File: config.mk
export PLATFORM = sky130hd
export DESIGN_NAME = ocdc_channel4
export DESIGN_NICKNAME = d
export VERILOG_FILES = /design/src/pkg/ocdc_pkg.sv /design/src/rtl/ocdc_sync2.sv /design/src/rtl/ocdc_divider.sv /design/src/rtl/ocdc_channel4.sv
export SDC_FILE = /design/constraint.sdc
export NUM_CORES = 1
export LEC_CHECK = 0
export ABC_AREA = 1
export BUFFER_PORTS_ARGS = -buffer_cell sky130_fd_sc_hd__buf_2
export CAP_MARGIN = 0
export CORE_MARGIN = 2
export CORE_UTILIZATION = 32
export DETAILED_ROUTE_END_ITERATION = 10
export GPL_TIMING_DRIVEN = 0
export PLACE_DENSITY_LB_ADDON = 0.05
export SYNTH_ARGS = -nofsm -noshare
export SYNTH_HDL_FRONTEND = slang
export SYNTH_SLANG_ARGS = --single-unit
File: constraint.sdc
create_clock -name ref_clk -period 3.19 [get_ports ref_clk]
set_input_delay 0.638 -clock ref_clk [delete_from_list [all_inputs] [get_ports ref_clk]]
set_output_delay 0.638 -clock ref_clk [all_outputs]
set_load 0.005 [all_outputs]
File: src/pkg/ocdc_pkg.sv
/*
 * Constants for the output channel four divider control block: the register
 * map, field positions, reset values, mux codes and the serial port states.
 * Assumes nothing of its surroundings.
 */
package ocdc_pkg;
	localparam int REG_W = 16;
	localparam logic [7:0] OFS_CTRL1 = 8'h36;
	localparam logic [7:0] OFS_DIVCFG = 8'h37;
	localparam logic [7:0] OFS_SMF = 8'h38;
	localparam logic [7:0] OFS_UPD = 8'h39;
	localparam logic [7:0] OFS_SUP = 8'h3A;
	localparam logic [7:0] OFS_COMMON = 8'h3B;
	localparam logic [15:0] RST_CTRL1 = 16'h0000;
	localparam logic [15:0] RST_DIVCFG = 16'h0000;
	localparam logic [15:0] RST_SMF = 16'h0004;
	localparam logic [15:0] RST_UPD = 16'h0071;
	localparam logic [15:0] RST_SUP = 16'h0008;
	localparam logic [15:0] RST_COMMON = 16'h0061;
	// bits 6-5 of the sync/mute/format word are not implemented
	localparam logic [15:0] SMF_MASK = 16'hFF9F;
	localparam int SRC_HI = 15;
	localparam int SRC_LO = 14;
	localparam int DIV_HI = 13;
	localparam int DLY_HI = 15;
	localparam int DLY_LO = 11;
	localparam int ALN_EN_BIT = 10;
	localparam int MSEL_BIT = 8;
	localparam int MUTE_BIT = 7;
	localparam int FMT_HI = 4;
	localparam int FMT_LO = 2;
	localparam int OSRC_HI = 1;
	localparam int CLEAN_BIT = 0;
	localparam int LOWSUP_BIT = 3;
	localparam int CHRST_BIT = 13;
	localparam logic [1:0] SRC_PRE_A = 2'h0;
	localparam logic [1:0] SRC_PRE_B = 2'h1;
	localparam logic [1:0] SRC_REF = 2'h3;
	localparam logic [1:0] OSRC_PREV = 2'h0;
	localparam logic [1:0] OSRC_OWN = 2'h1;
	localparam logic [1:0] OSRC_NEXT = 2'h2;
	localparam logic [2:0] FMT_OFF = 3'h0;
	// bus address of the serial port; value is arbitrary
	localparam logic [6:0] DEV_ADDR = 7'h2A;
	typedef enum logic [6:0] {
		ST_IDLE = 7'b0000001,
		ST_ADDR = 7'b0000010,
		ST_REG = 7'b0000100,
		ST_WR = 7'b0001000,
		ST_ACK = 7'b0010000,
		ST_RD = 7'b0100000,
		ST_RACK = 7'b1000000
	} ocdc_state_t;
endpackage : ocdc_pkg

File: src/rtl/ocdc_sync2.sv
/*
 * Two flip-flop synchroniser for a group of pin levels.
 * Assumes the inputs are asynchronous levels; outputs lag by two edges.
 */
`timescale 1ns/1ps
module ocdc_sync2 #(
	parameter int W = 1
) (
	input wire logic ref_clk,
	input wire logic srst,
	input wire logic [W-1:0] d,
	output logic [W-1:0] q
);
	logic [W-1:0] meta_q;
	always_ff @(posedge ref_clk) begin
		if (srst) begin
			meta_q <= '0;
			q <= '0;
		end else begin
			meta_q <= d;
			q <= meta_q;
		end
	end
endmodule : ocdc_sync2

File: src/rtl/ocdc_divider.sv
/*
 * Channel four integer divider with source select, clean or immediate
 * update, reset hold and delayed alignment restart.
 * Assumes source levels are already synchronised to ref_clk and far slower
 * than it, so every rising source edge is seen as one tick.
 */
`timescale 1ns/1ps
module ocdc_divider (
	input wire logic ref_clk,
	input wire logic srst,
	input wire logic [2:0] src_lvl,
	input wire logic [1:0] cfg_src,
	input wire logic [13:0] cfg_div,
	input wire logic clean_mode,
	input wire logic align_en,
	input wire logic [4:0] align_delay,
	input wire logic sync_pulse,
	input wire logic hold_rst,
	output logic div_out
);
	import ocdc_pkg::*;
	logic [1:0] act_src_q;
	logic [13:0] act_div_q;
	logic [13:0] cnt_q;
	logic [4:0] dly_q;
	logic dly_run_q;
	logic [2:0] prev_q;
	wire sel_lvl = (act_src_q == SRC_PRE_A) ? src_lvl[0] :
		(act_src_q == SRC_PRE_B) ? src_lvl[1] :
		(act_src_q == SRC_REF) ? src_lvl[2] : 1'b0; // see [RULE_01]
	wire sel_prev = (act_src_q == SRC_PRE_A) ? prev_q[0] :
		(act_src_q == SRC_PRE_B) ? prev_q[1] :
		(act_src_q == SRC_REF) ? prev_q[2] : 1'b0;
	wire tick = sel_lvl & ~sel_prev;
	wire off = (act_div_q == 14'h0000); // see [RULE_02]
	// >= lets a smaller immediate value wrap at once, not after overflow
	wire wrap = tick && (cnt_q >= act_div_q - 14'h0001);
	// clean mode waits for the period boundary so no runt pulse escapes
	wire load_cfg = !clean_mode || off || wrap || hold_rst; // see [RULE_09]
	wire arm = sync_pulse && align_en; // see [RULE_04]
	wire restart_now = arm && (align_delay == 5'h00);
	wire restart_dly = dly_run_q && tick && (dly_q == 5'h01); // see [RULE_12]
	wire [13:0] half = act_div_q >> 1;
	always_ff @(posedge ref_clk) begin
		if (srst) begin
			act_src_q <= 2'h0;
			act_div_q <= 14'h0000;
			prev_q <= 3'h0;
		end else begin
			prev_q <= src_lvl;
			if (load_cfg) begin
				act_src_q <= cfg_src;
				act_div_q <= cfg_div;
			end
		end
	end
	always_ff @(posedge ref_clk) begin
		if (srst || hold_rst || off) begin // see [RULE_11]
			cnt_q <= 14'h0000;
		end else if (restart_now || restart_dly) begin
			cnt_q <= 14'h0000;
		end else if (tick) begin
			cnt_q <= wrap ? 14'h0000 : cnt_q + 14'h0001;
		end
	end
	always_ff @(posedge ref_clk) begin
		if (srst) begin
			dly_q <= 5'h00;
			dly_run_q <= 1'b0;
		end else if (hold_rst) begin
			// a channel reset drops any alignment still pending
			dly_run_q <= 1'b0;
		end else if (arm && !restart_now) begin
			dly_q <= align_delay; // see [RULE_03]
			dly_run_q <= 1'b1;
		end else if (restart_dly || restart_now) begin
			dly_run_q <= 1'b0;
		end else if (dly_run_q && tick) begin
			dly_q <= dly_q - 5'h01;
		end
	end
	assign div_out = (hold_rst || off) ? 1'b0 :
		(act_div_q == 14'h0001) ? sel_lvl : (cnt_q < half);
endmodule : ocdc_divider

File: src/rtl/ocdc_channel4.sv
/*
 * Output channel four control: serial register port, channel registers,
 * divider, output mux, mute and buffer format control.
 * Assumes the serial pins, prescaler clocks, reference and sync arrive
 * asynchronously at pins, and neighbour channel clocks come from logic on
 * ref_clk. Source clocks must run well below half of ref_clk.
 */
// Notes on behaviour
// [RULE_01] Divider source field bits 15-14: 0 prescaler A, 1 prescaler B, 3 reference.
// [RULE_02] Divider output is input over the 14-bit value at 13-0; zero powers it down.
// [RULE_03] Bits 15-11 give the sync delay in divider input cycles of the selected source.
// [RULE_04] Bit 10 lets the channel take part in sync; at 0 sync events are ignored.
// [RULE_05] Bit 8 picks mute levels: 0 gives positive low, negative high; 1 the reverse.
// [RULE_06] Bit 7 at 1 stops the clock and holds mute levels; at 0 the clock returns.
// [RULE_07] Bits 4-2 pick buffer format 0 off, 1 LVDS, 2 HCSL, 3 CML, 4 LVPECL, reset 1.
// [RULE_08] Bits 1-0 drive from previous channel, own divider, next channel or ground.
// [RULE_09] Bit 0 of the update word picks immediate (0) or glitch-free (1) update, reset 1.
// [RULE_10] Software sets bit 3 of the supply word, 0 for 2.5/3.3 V, 1 for 1.8 V, reset 1.
// [RULE_11] Common word bit 13 at 1 holds every divider in reset, at 0 releases it.
// [RULE_12] A sync with alignment on restarts the divider after exactly the delay count.
`timescale 1ns/1ps
module ocdc_channel4 (
	input wire logic ref_clk,
	input wire logic srst,
	input wire logic scl_in,
	input wire logic sda_in,
	output logic sda_out,
	output logic sda_oe,
	input wire logic prescaler_a_in,
	input wire logic prescaler_b_in,
	input wire logic ref_in,
	input wire logic sync_in,
	input wire logic prev_channel_clk,
	input wire logic next_channel_clk,
	output logic out4_clk_p,
	output logic out4_clk_n,
	output logic out4_divider_clk,
	output logic [2:0] out4_buffer_format,
	output logic out4_buffer_enable,
	output logic out4_low_supply_flag
);
	import ocdc_pkg::*;
	logic [5:0] pins_s;
	logic scl_d1_q;
	logic sda_d1_q;
	logic sync_d1_q;
	ocdc_state_t state_q;
	ocdc_state_t ret_q;
	logic [3:0] bitcnt_q;
	logic [7:0] shift_q;
	logic [7:0] tx_q;
	logic [7:0] ptr_q;
	logic [7:0] hi_q;
	logic byte_lo_q;
	logic rw_q;
	logic nack_q;
	logic [15:0] ctrl1_q;
	logic [15:0] divcfg_q;
	logic [15:0] smf_q;
	logic [15:0] upd_q;
	logic [15:0] sup_q;
	logic [15:0] common_q;
	logic div_clk;

	ocdc_sync2 #(.W(6)) u_sync (
		.ref_clk(ref_clk),
		.srst(srst),
		.d({sync_in, ref_in, prescaler_b_in, prescaler_a_in, sda_in, scl_in}),
		.q(pins_s)
	);
	wire scl = pins_s[0];
	wire sda = pins_s[1];
	wire sync_lvl = pins_s[5];
	wire scl_rise = scl && !scl_d1_q;
	wire scl_fall = !scl && scl_d1_q;
	wire start_cond = scl && scl_d1_q && !sda && sda_d1_q;
	wire stop_cond = scl && scl_d1_q && sda && !sda_d1_q;
	wire sync_pulse = sync_lvl && !sync_d1_q;
	wire byte_done = (bitcnt_q == 4'h8);
	wire addr_ok = (shift_q[7:1] == DEV_ADDR);
	wire wr_word = (state_q == ST_WR) && scl_fall && byte_done && byte_lo_q;

	// read data; unmapped pointers read zero
	wire [15:0] rd_word = (ptr_q == OFS_CTRL1) ? ctrl1_q :
		(ptr_q == OFS_DIVCFG) ? divcfg_q :
		(ptr_q == OFS_SMF) ? (smf_q & SMF_MASK) :
		(ptr_q == OFS_UPD) ? upd_q :
		(ptr_q == OFS_SUP) ? sup_q :
		(ptr_q == OFS_COMMON) ? common_q : 16'h0000;
	wire [7:0] next_lo_byte = rd_word[7:0];
	wire [15:0] next_word = (ptr_q == OFS_CTRL1 - 8'h01) ? ctrl1_q :
		(ptr_q == OFS_CTRL1) ? divcfg_q :
		(ptr_q == OFS_DIVCFG) ? (smf_q & SMF_MASK) :
		(ptr_q == OFS_SMF) ? upd_q :
		(ptr_q == OFS_UPD) ? sup_q :
		(ptr_q == OFS_SUP) ? common_q : 16'h0000;
	wire [7:0] rd_byte = !byte_lo_q ? next_lo_byte : next_word[15:8];

	always_ff @(posedge ref_clk) begin
		if (srst) begin
			scl_d1_q <= 1'b1;
			sda_d1_q <= 1'b1;
			sync_d1_q <= 1'b0;
		end else begin
			scl_d1_q <= scl;
			sda_d1_q <= sda;
			sync_d1_q <= sync_lvl;
		end
	end

	// serial port: address, register pointer, then 16-bit words high first
	always_ff @(posedge ref_clk) begin
		if (srst || stop_cond) begin
			state_q <= ST_IDLE;
			ret_q <= ST_IDLE;
			bitcnt_q <= 4'h0;
			sda_oe <= 1'b0;
			byte_lo_q <= 1'b0;
			nack_q <= 1'b0;
			rw_q <= 1'b0;
			shift_q <= 8'h00;
			tx_q <= 8'h00;
			hi_q <= 8'h00;
			ptr_q <= 8'h00;
		end else if (start_cond) begin
			state_q <= ST_ADDR;
			bitcnt_q <= 4'h0;
			sda_oe <= 1'b0;
			byte_lo_q <= 1'b0;
		end else if (scl_rise) begin
			if (state_q inside {ST_ADDR, ST_REG, ST_WR}) begin
				shift_q <= {shift_q[6:0], sda};
				bitcnt_q <= bitcnt_q + 4'h1;
			end else if (state_q == ST_RACK) begin
				nack_q <= sda;
			end
		end else if (scl_fall) begin
			unique case (state_q)
				ST_IDLE: begin
				end
				ST_ADDR, ST_REG, ST_WR: begin
					if (byte_done) begin
						bitcnt_q <= 4'h0;
						ret_q <= state_q;
						state_q <= ST_ACK;
						sda_oe <= 1'b1;
						if (state_q == ST_ADDR) begin
							rw_q <= shift_q[0];
							if (!addr_ok) begin
								state_q <= ST_IDLE;
								sda_oe <= 1'b0;
							end
						end else if (state_q == ST_REG) begin
							ptr_q <= shift_q;
							byte_lo_q <= 1'b0;
						end else if (!byte_lo_q) begin
							hi_q <= shift_q;
							byte_lo_q <= 1'b1;
						end else begin
							byte_lo_q <= 1'b0;
							ptr_q <= ptr_q + 8'h01;
						end
					end
				end
				ST_ACK: begin
					sda_oe <= 1'b0;
					if (ret_q == ST_ADDR && rw_q) begin
						state_q <= ST_RD;
						sda_oe <= ~rd_word[15];
						tx_q <= {rd_word[14:8], 1'b1};
						bitcnt_q <= 4'h1;
					end else begin
						state_q <= (ret_q == ST_ADDR) ? ST_REG : ST_WR;
					end
				end
				ST_RD: begin
					if (byte_done) begin
						sda_oe <= 1'b0;
						bitcnt_q <= 4'h0;
						state_q <= ST_RACK;
					end else begin
						sda_oe <= ~tx_q[7];
						tx_q <= {tx_q[6:0], 1'b1};
						bitcnt_q <= bitcnt_q + 4'h1;
					end
				end
				ST_RACK: begin
					if (nack_q) begin
						state_q <= ST_IDLE;
					end else begin
						// auto-increment after the low byte of each word
						if (byte_lo_q) begin
							ptr_q <= ptr_q + 8'h01;
						end
						byte_lo_q <= !byte_lo_q;
						state_q <= ST_RD;
						sda_oe <= ~rd_byte[7];
						tx_q <= {rd_byte[6:0], 1'b1};
						bitcnt_q <= 4'h1;
					end
				end
			endcase
		end
	end

	// register file; writes land when the low byte of a word is acked
	always_ff @(posedge ref_clk) begin
		if (srst) begin
			ctrl1_q <= RST_CTRL1;
			divcfg_q <= RST_DIVCFG;
			smf_q <= RST_SMF; // see [RULE_07]
			upd_q <= RST_UPD;
			sup_q <= RST_SUP; // see [RULE_10]
			common_q <= RST_COMMON;
		end else if (wr_word) begin
			if (ptr_q == OFS_CTRL1) ctrl1_q <= {hi_q, shift_q};
			if (ptr_q == OFS_DIVCFG) divcfg_q <= {hi_q, shift_q};
			if (ptr_q == OFS_SMF) smf_q <= {hi_q, shift_q} & SMF_MASK;
			if (ptr_q == OFS_UPD) upd_q <= {hi_q, shift_q};
			if (ptr_q == OFS_SUP) sup_q <= {hi_q, shift_q};
			if (ptr_q == OFS_COMMON) common_q <= {hi_q, shift_q};
		end
	end

	wire [1:0] out4_divider_source_select = divcfg_q[SRC_HI:SRC_LO];
	wire [13:0] out4_divide_value = divcfg_q[DIV_HI:0];
	wire [4:0] out4_align_delay = smf_q[DLY_HI:DLY_LO];
	wire out4_align_enable = smf_q[ALN_EN_BIT];
	wire out4_silence_level_select = smf_q[MSEL_BIT];
	wire out4_silence = smf_q[MUTE_BIT];
	wire [2:0] fmt = smf_q[FMT_HI:FMT_LO];
	wire [1:0] out4_output_source = smf_q[OSRC_HI:0];
	wire out4_clean_update_mode = upd_q[CLEAN_BIT];
	wire all_channel_reset = common_q[CHRST_BIT];

	ocdc_divider u_div (
		.ref_clk(ref_clk),
		.srst(srst),
		.src_lvl(pins_s[4:2]),
		.cfg_src(out4_divider_source_select), // see [RULE_01]
		.cfg_div(out4_divide_value), // see [RULE_02]
		.clean_mode(out4_clean_update_mode), // see [RULE_09]
		.align_en(out4_align_enable), // see [RULE_04]
		.align_delay(out4_align_delay), // see [RULE_03]
		.sync_pulse(sync_pulse),
		.hold_rst(all_channel_reset), // see [RULE_11]
		.div_out(div_clk)
	);

	wire mux_clk = (out4_output_source == OSRC_PREV) ? prev_channel_clk :
		(out4_output_source == OSRC_OWN) ? div_clk :
		(out4_output_source == OSRC_NEXT) ? next_channel_clk :
		1'b0; // see [RULE_08]
	wire buf_on = (fmt != FMT_OFF); // see [RULE_07]
	// mute holds a static pair instead of gating, so the receiver sees a
	// defined differential level rather than a floating pair
	wire p_d = !buf_on ? 1'b0 :
		out4_silence ? out4_silence_level_select : mux_clk; // see [RULE_06]
	wire n_d = !buf_on ? 1'b0 :
		out4_silence ? !out4_silence_level_select : !mux_clk; // see [RULE_05]

	always_ff @(posedge ref_clk) begin
		if (srst) begin
			out4_clk_p <= 1'b0;
			out4_clk_n <= 1'b0;
			out4_divider_clk <= 1'b0;
			out4_buffer_format <= RST_SMF[FMT_HI:FMT_LO];
			out4_buffer_enable <= 1'b0;
			out4_low_supply_flag <= RST_SUP[LOWSUP_BIT];
			sda_out <= 1'b0;
		end else begin
			out4_clk_p <= p_d;
			out4_clk_n <= n_d;
			out4_divider_clk <= div_clk;
			out4_buffer_format <= fmt;
			out4_buffer_enable <= buf_on;
			out4_low_supply_flag <= sup_q[LOWSUP_BIT];
			sda_out <= 1'b0;
		end
	end
endmodule : ocdc_channel4

; After elaboration in Yosys (flattened, before gate mapping)
; Index checks and enable logic that the tools add are counted.
[classes]
n_eq_ne = 36
n_lt_le_gt_ge = 2
div = 0
shift = 0
mux = 74
mul = 0
n_bitwise = 13
reduce_logical = 75
n_addsub = 5
[ops]
columns = op, count
row1 = 16-bit 2-to-1 mux, 12
row2 = 8-bit 2-to-1 mux, 9
row3 = "8-bit by 6-bit equality test with 1-bit output, second input constant", 7
row4 = 4-bit 2-to-1 mux, 8
row5 = 7-bit case mux with 4 select lines, 1
row6 = 1-bit 2-to-1 mux, 26
row7 = 5-bit 2-to-1 mux, 5
row8 = 8-bit case mux with 3 select lines, 1
row9 = 5-bit AND reduction, 4
row10 = 1-bit logical AND, 18
row11 = 6-bit AND reduction, 3
row12 = 4-bit case mux with 4 select lines, 1
row13 = 8-bit case mux with 2 select lines, 1
row14 = "3-bit inequality test, second input constant", 5
row15 = "14-bit by 1-bit adder with 14-bit output, second input constant", 1
row16 = "14-bit by 1-bit equality test with 1-bit output, second input constant", 1
row17 = "7-bit by 2-bit equality test with 1-bit output, second input constant", 2
row18 = "7-bit by 6-bit equality test with 1-bit output, second input constant", 2
row19 = 14-bit >= comparator, 1
row20 = 14-bit zero test, 1
row21 = 14-bit by 13-bit < comparator with 1-bit output, 1
row22 = 14-bit 2-to-1 mux, 1
row23 = 7-bit 2-to-1 mux, 2
row24 = "2-bit inequality test, second input constant", 7
row25 = other kinds (34), 85
[totals]
in_bits = 10
register_bits = 210
mem_bits_ro = 0
latch_bits = 0
output_inout_bits = 10
wordCells = 240
ramBits = 0
mem_count = 0

; Logic depth before layout (Yosys ltp)
[depth]
ltp_word = 11
ltp_mapped = 18
depth_no_buf = 17

; By module
; A second synthesis with hierarchy kept.
[unflattened]
cells_unflattened = 1684
hier_area_um2 = 11503.5
[modules_own_cells]
columns = module, n_inst, area_each_um2, cells_each, seq_area_each_um2
row1 = ocdc_channel4, 1, 8069.0, 1176, 3183.1
row2 = ocdc_divider, 1, 3093.0, 471, 780.7
row3 = ocdc_sync2, 1, 341.6, 37, 240.2

; Worst setup path after synthesis
; Ideal clock, no wire load.
[synth_path]
path_type = register -> register
startpoint = reg u_div.act_div_q[0]
endpoint = reg u_div.act_div_q[10]
required_ns = 3.062
setup_time_ns = 0.128
synth_period_minus_slack_ns = 2.748
arrival_ns = 2.620
stages_incl_launch_ff = 18
path_buffers = 1
setup_slack_ns = 0.442
path_cell_list = dfxtp_1 inv_1 ha_1 nand2_1 nor2_1 nand3_1 nor3_1 xor2_1 inv_1 ha_1 nand2_1 nor4_1 nand2_1 nand3_1 nand2_2 nand4_1 clkbuf_1 a21oi_1
[synth_via]
elab_chain_len = 5
word_cells_on_any_way = 7
cone_classes = add/sub (1) / order compare (1) / reduce/logical (5)
[synth_rtl]
columns = element, line
row1 = from (decl), ocdc_divider.sv:23  ; logic [13:0] act_div_q;
row2 = from (signal assigned), ocdc_divider.sv:53  ; act_div_q <= cfg_div;
row3 = 14-bit by 1-bit subtractor with 14-bit output, ocdc_divider.sv:37  ; wire wrap = tick && (cnt_q >= act_div_q - 14'h0001);
row4 = 14-bit >= comparator, ocdc_divider.sv:37
row5 = 1-bit logical AND, ocdc_divider.sv:37
row6 = 1-bit logical OR * (2 in a row), ocdc_divider.sv:39  ; wire load_cfg = !clean_mode || off || wrap || hold_rst;
; Every way passes the cells marked *; elsewhere a longest branch is shown, timed or not.
; A chain may end at the register's enable or synchronous reset.

; Worst setup path in the final report
[layout_path]
startpoint = reg u_div.act_div_q[0]
endpoint = reg u_div.act_div_q[7]
; Same word-level chain as after synthesis.

==> results_dict.tcl <==
set metrics [dict create \
    yosysSeqAreaShare_pct 38.2 \
    core-area_um2 33700 \
    peakVddDrop_mv 0.386 \
    drtIter0Drc 673 \
    worstMarginPinSlew_ps 936 \
    synth_top_area_share_pct 38.2 \
    detail_route.wl_per_cell_um 19.3 \
    htreeDepth 1 \
    rows 67 \
    wirelength_um 39700 \
    seq_power_share_pct 43.8 \
    grt_max_degree 14 \
    syn_area_per_cell_um2 7.18 \
    cts_buffers 27 \
    cp-start-kind "flip-flop" \
    nets 1638 \
    grt_use_met1_pct 30.3 \
    busiest_layer "met2" \
    antenna_left 0 \
    fin_skew_ps 21.1 \
    path_clk_slew_ps 60 \
    power_density_nw_per_um2 472 \
    r2r_slack_ps 210 \
    placed_cells 2000 \
    end_kind "flip-flop" \
    ys_top_cells_by_area "dfxtp_1, a21oi_1, o21ai_0" \
    yosysUniqueCellTypes 53 \
    internal-power_uw 4690 \
    numPortBuffers 18 \
    min_delay_path_depth 3 \
    finalHoldViolations 0 \
    area_growth_pct 16.0 \
    grt_pass1_wl_um 60600 \
    fmax_mhz 336 \
    crit_required_ps 3630 \
    pwr-share-comb_pct 2.3 \
    syn_nets 1584 \
    holdWs_ps 302 \
    status "complete, no violations" \
    synth_cells 1534 \
    place_congestion 0.923 \
    setup_violations 0 \
    root_buffer "clkbuf_16" \
    layout_min_cycle_time_ps 2980 \
    diodes 0 \
    worstSkewPairLatency_ps 560 \
    dr.pass1.iters 5 \
    hp-class "in -> reg" \
    grt_overflow 0 \
    drive_gt1_share_pct 11.2 \
    cp_max_fo 7 \
    dpl.hpwl_um 29300 \
    p_leak_uw 0.00511 \
    post-route-period-util_pct 93.4 \
    crit_type "reg -> reg" \
    clkPwrFrac_pct 53.9 \
    finish.utilization_pct 37.9 \
    grtUsageMet2_pct 36.0 \
    yosysWarnings 0 \
    p_sw_uw 1340 \
    antenna_found_initial 0 \
    cts_tree "done" \
    slew_headroom_pct 37.6 \
    use_met3_pct 2.89 \
    route.vias.total 10400 \
    cp.arrival_ps 3420 \
    track_usage_pct 22.2 \
    rr_worst_depth 18 \
    die_width_um 189 \
    synthesis.area_um2 11000 \
    final_cells 2055 \
    max-cap-violations 0 \
    via_per_inst 5.06 \
    synth_area_leader_cell "dfxtp_1" \
    finalMaxSlewViolations 0 \
    numClockSinks 210 \
    die-area_um2 35900 \
    clock_path_buffers 3 \
    drc 0 \
    grt_pass1_vias 9929 \
    ys_ff_latch 210 \
    switching_share_pct 22.3 \
    initial_core_util_pct 32.7 \
    die_h_um 189 \
    ios 20 \
]
final timing paths:
kind / endpoint / from
max: u_div.act_div_q[7]$_SDFFE_PP0P_ / u_div.act_div_q[0]$_SDFFE_PP0P_
min reg2reg: u_sync.q[3]$_SDFF_PP0_ / u_sync.meta_q[3]$_SDFF_PP0_
min: u_sync.meta_q[1]$_SDFF_PP0_ / sda_in
max reg2reg: u_div.act_div_q[7]$_SDFFE_PP0P_ / u_div.act_div_q[0]$_SDFFE_PP0P_
cells by family (layout without fill, tap and decap cells):
| group | after synthesis | count (layout) | synth area share, % |
|---|---|---|---|
| AO/OA/AOI/OAI | 472 | 472 | 23.3 |
| XOR/XNOR | 23 | 23 | 1.83 |
| adder cells (fa/ha/maj) | 40 | 40 | 4.55 |
| buffers and inverters | 300 | 373 | 11.1 |
| flip-flops | 210 | 210 | 38.2 |
| multiplexers | 1 | 1 | 0.0909 |
| other | 1 | 1 | 0.0341 |
| AND/OR/NAND/NOR | 487 | 487 | 21.0 |
through the flow:
step	instance area [um2]	total power, uW	worst slack [ps]	TNS (ps)
after floorplan	11000	2780	442	0
after global placement	11700	2840	-311	-4050
after detailed placement	11700	2840	-271	-3620
after CTS	12600	6110	17.3	0
after global routing	12800	6240	-14.6	-88.2
final	12800	6030	211	0
area by class of cell:
type	instances	area [um2]
repair buffers	25	140
clock buffers	38	777
plain buffers	65	342
inverters	235	897
fillers	3667	20900
well taps	448	561
multi-input cells	1024	5680
clock inverters	10	160
flip-flops and latches	210	4210
cell usage in the layout (no fill, tap or decap), types with 19 or more instances in the layout:
cell type / instances
o21ai_1: 20
nor2_1: 82
clkbuf_16: 27
nor3_1: 28
o211ai_1: 31
nand2_1: 220
clkbuf_1: 44
xor2_1: 20
ha_1: 39
nand4_1: 19
dfxtp_1: 207
o21ai_0: 178
a21oi_1: 204
nand3_1: 66
buf_2: 31
inv_1: 217
Yosys cell counts (all sizes together):
cell,number
nand4,22
nand3,71
o31ai,1
clkbuf,40
conb,1
o211ai,33
a22oi,2
nor4,9
nor2,97
a31o,1
o22ai,6
dfxtp,210
and3,2
o21bai,3
xor2,20
nand2b,1
nand3b,5
o21a,2
buf,25
or2,1
nand2,241
a221oi,7
a21oi,206
nor3,35
ha,40
o21ai,202
a31oi,4
inv,235
nor3b,3
xnor2,3
mux2i,1
a21boi,1
a211oi,4
power by group through the flow:
stage / Clock (uW) / Sequential [uW] / Combinational, uW
after floorplan: 0 / 2700 / 85.8
after global placement: 0 / 2700 / 137
after detailed placement: 0 / 2700 / 138
after CTS: 3330 / 2640 / 139
after global routing: 3440 / 2640 / 157
final: 3250 / 2640 / 138
what timing repair did:
| action | 4_1_cts | 5_1_grt |
|---|---|---|
| cloned | 0 | 2 |
| endpoints found under the setup margin | 16 | 26 |
| hold buffers | 0 | 0 |
| setup buffers | 1 | 4 |
| gates resized for setup | 6 | 46 |
| pin swaps | 1 | 11 |
critical path: stages (launching register included):
cell and delay, ps:
dfxtp_2 350, inv_4 90, ha_4 140, nand2_2 70, nor2_4 160, nand2_2 90, nor2_2 120, xor2_1 160
inv_1 80, ha_1 300, nand2_2 110, o21ai_1 90, a21oi_1 150, nand3_2 130, nand2_4 90, nand4_1 260
buf_4 290, o21ai_1 120, a21oi_1 50
routing by layer:
| metal | up-vias | wire length [um] |
|---|---|---|
| met5 | - | 0 |
| met2 | 222 | 17900 |
| met4 | 0 | 1340 |
| met1 | 4880 | 18600 |
| li1 | 5235 | - |
| met3 | 65 | 1790 |
flip-flops by register name (all words and copies together), names as in the netlist, 2 cells and up:
register            count
upd_q                  16
u_div.prev_q            3
u_sync.q                6
out4_buffer_format      3
tx_q                    8
u_div.act_src_q         2
bitcnt_q                4
ctrl1_q                16
state_q                 7
common_q               16
ret_q                   7
smf_q                  14
u_div.dly_q             5
u_div.act_div_q        14
ptr_q                   8
u_div.cnt_q            14
u_sync.meta_q           6
shift_q                 8
sup_q                  16
hi_q                    8
divcfg_q               16
(Power assumes the default switching activity.)
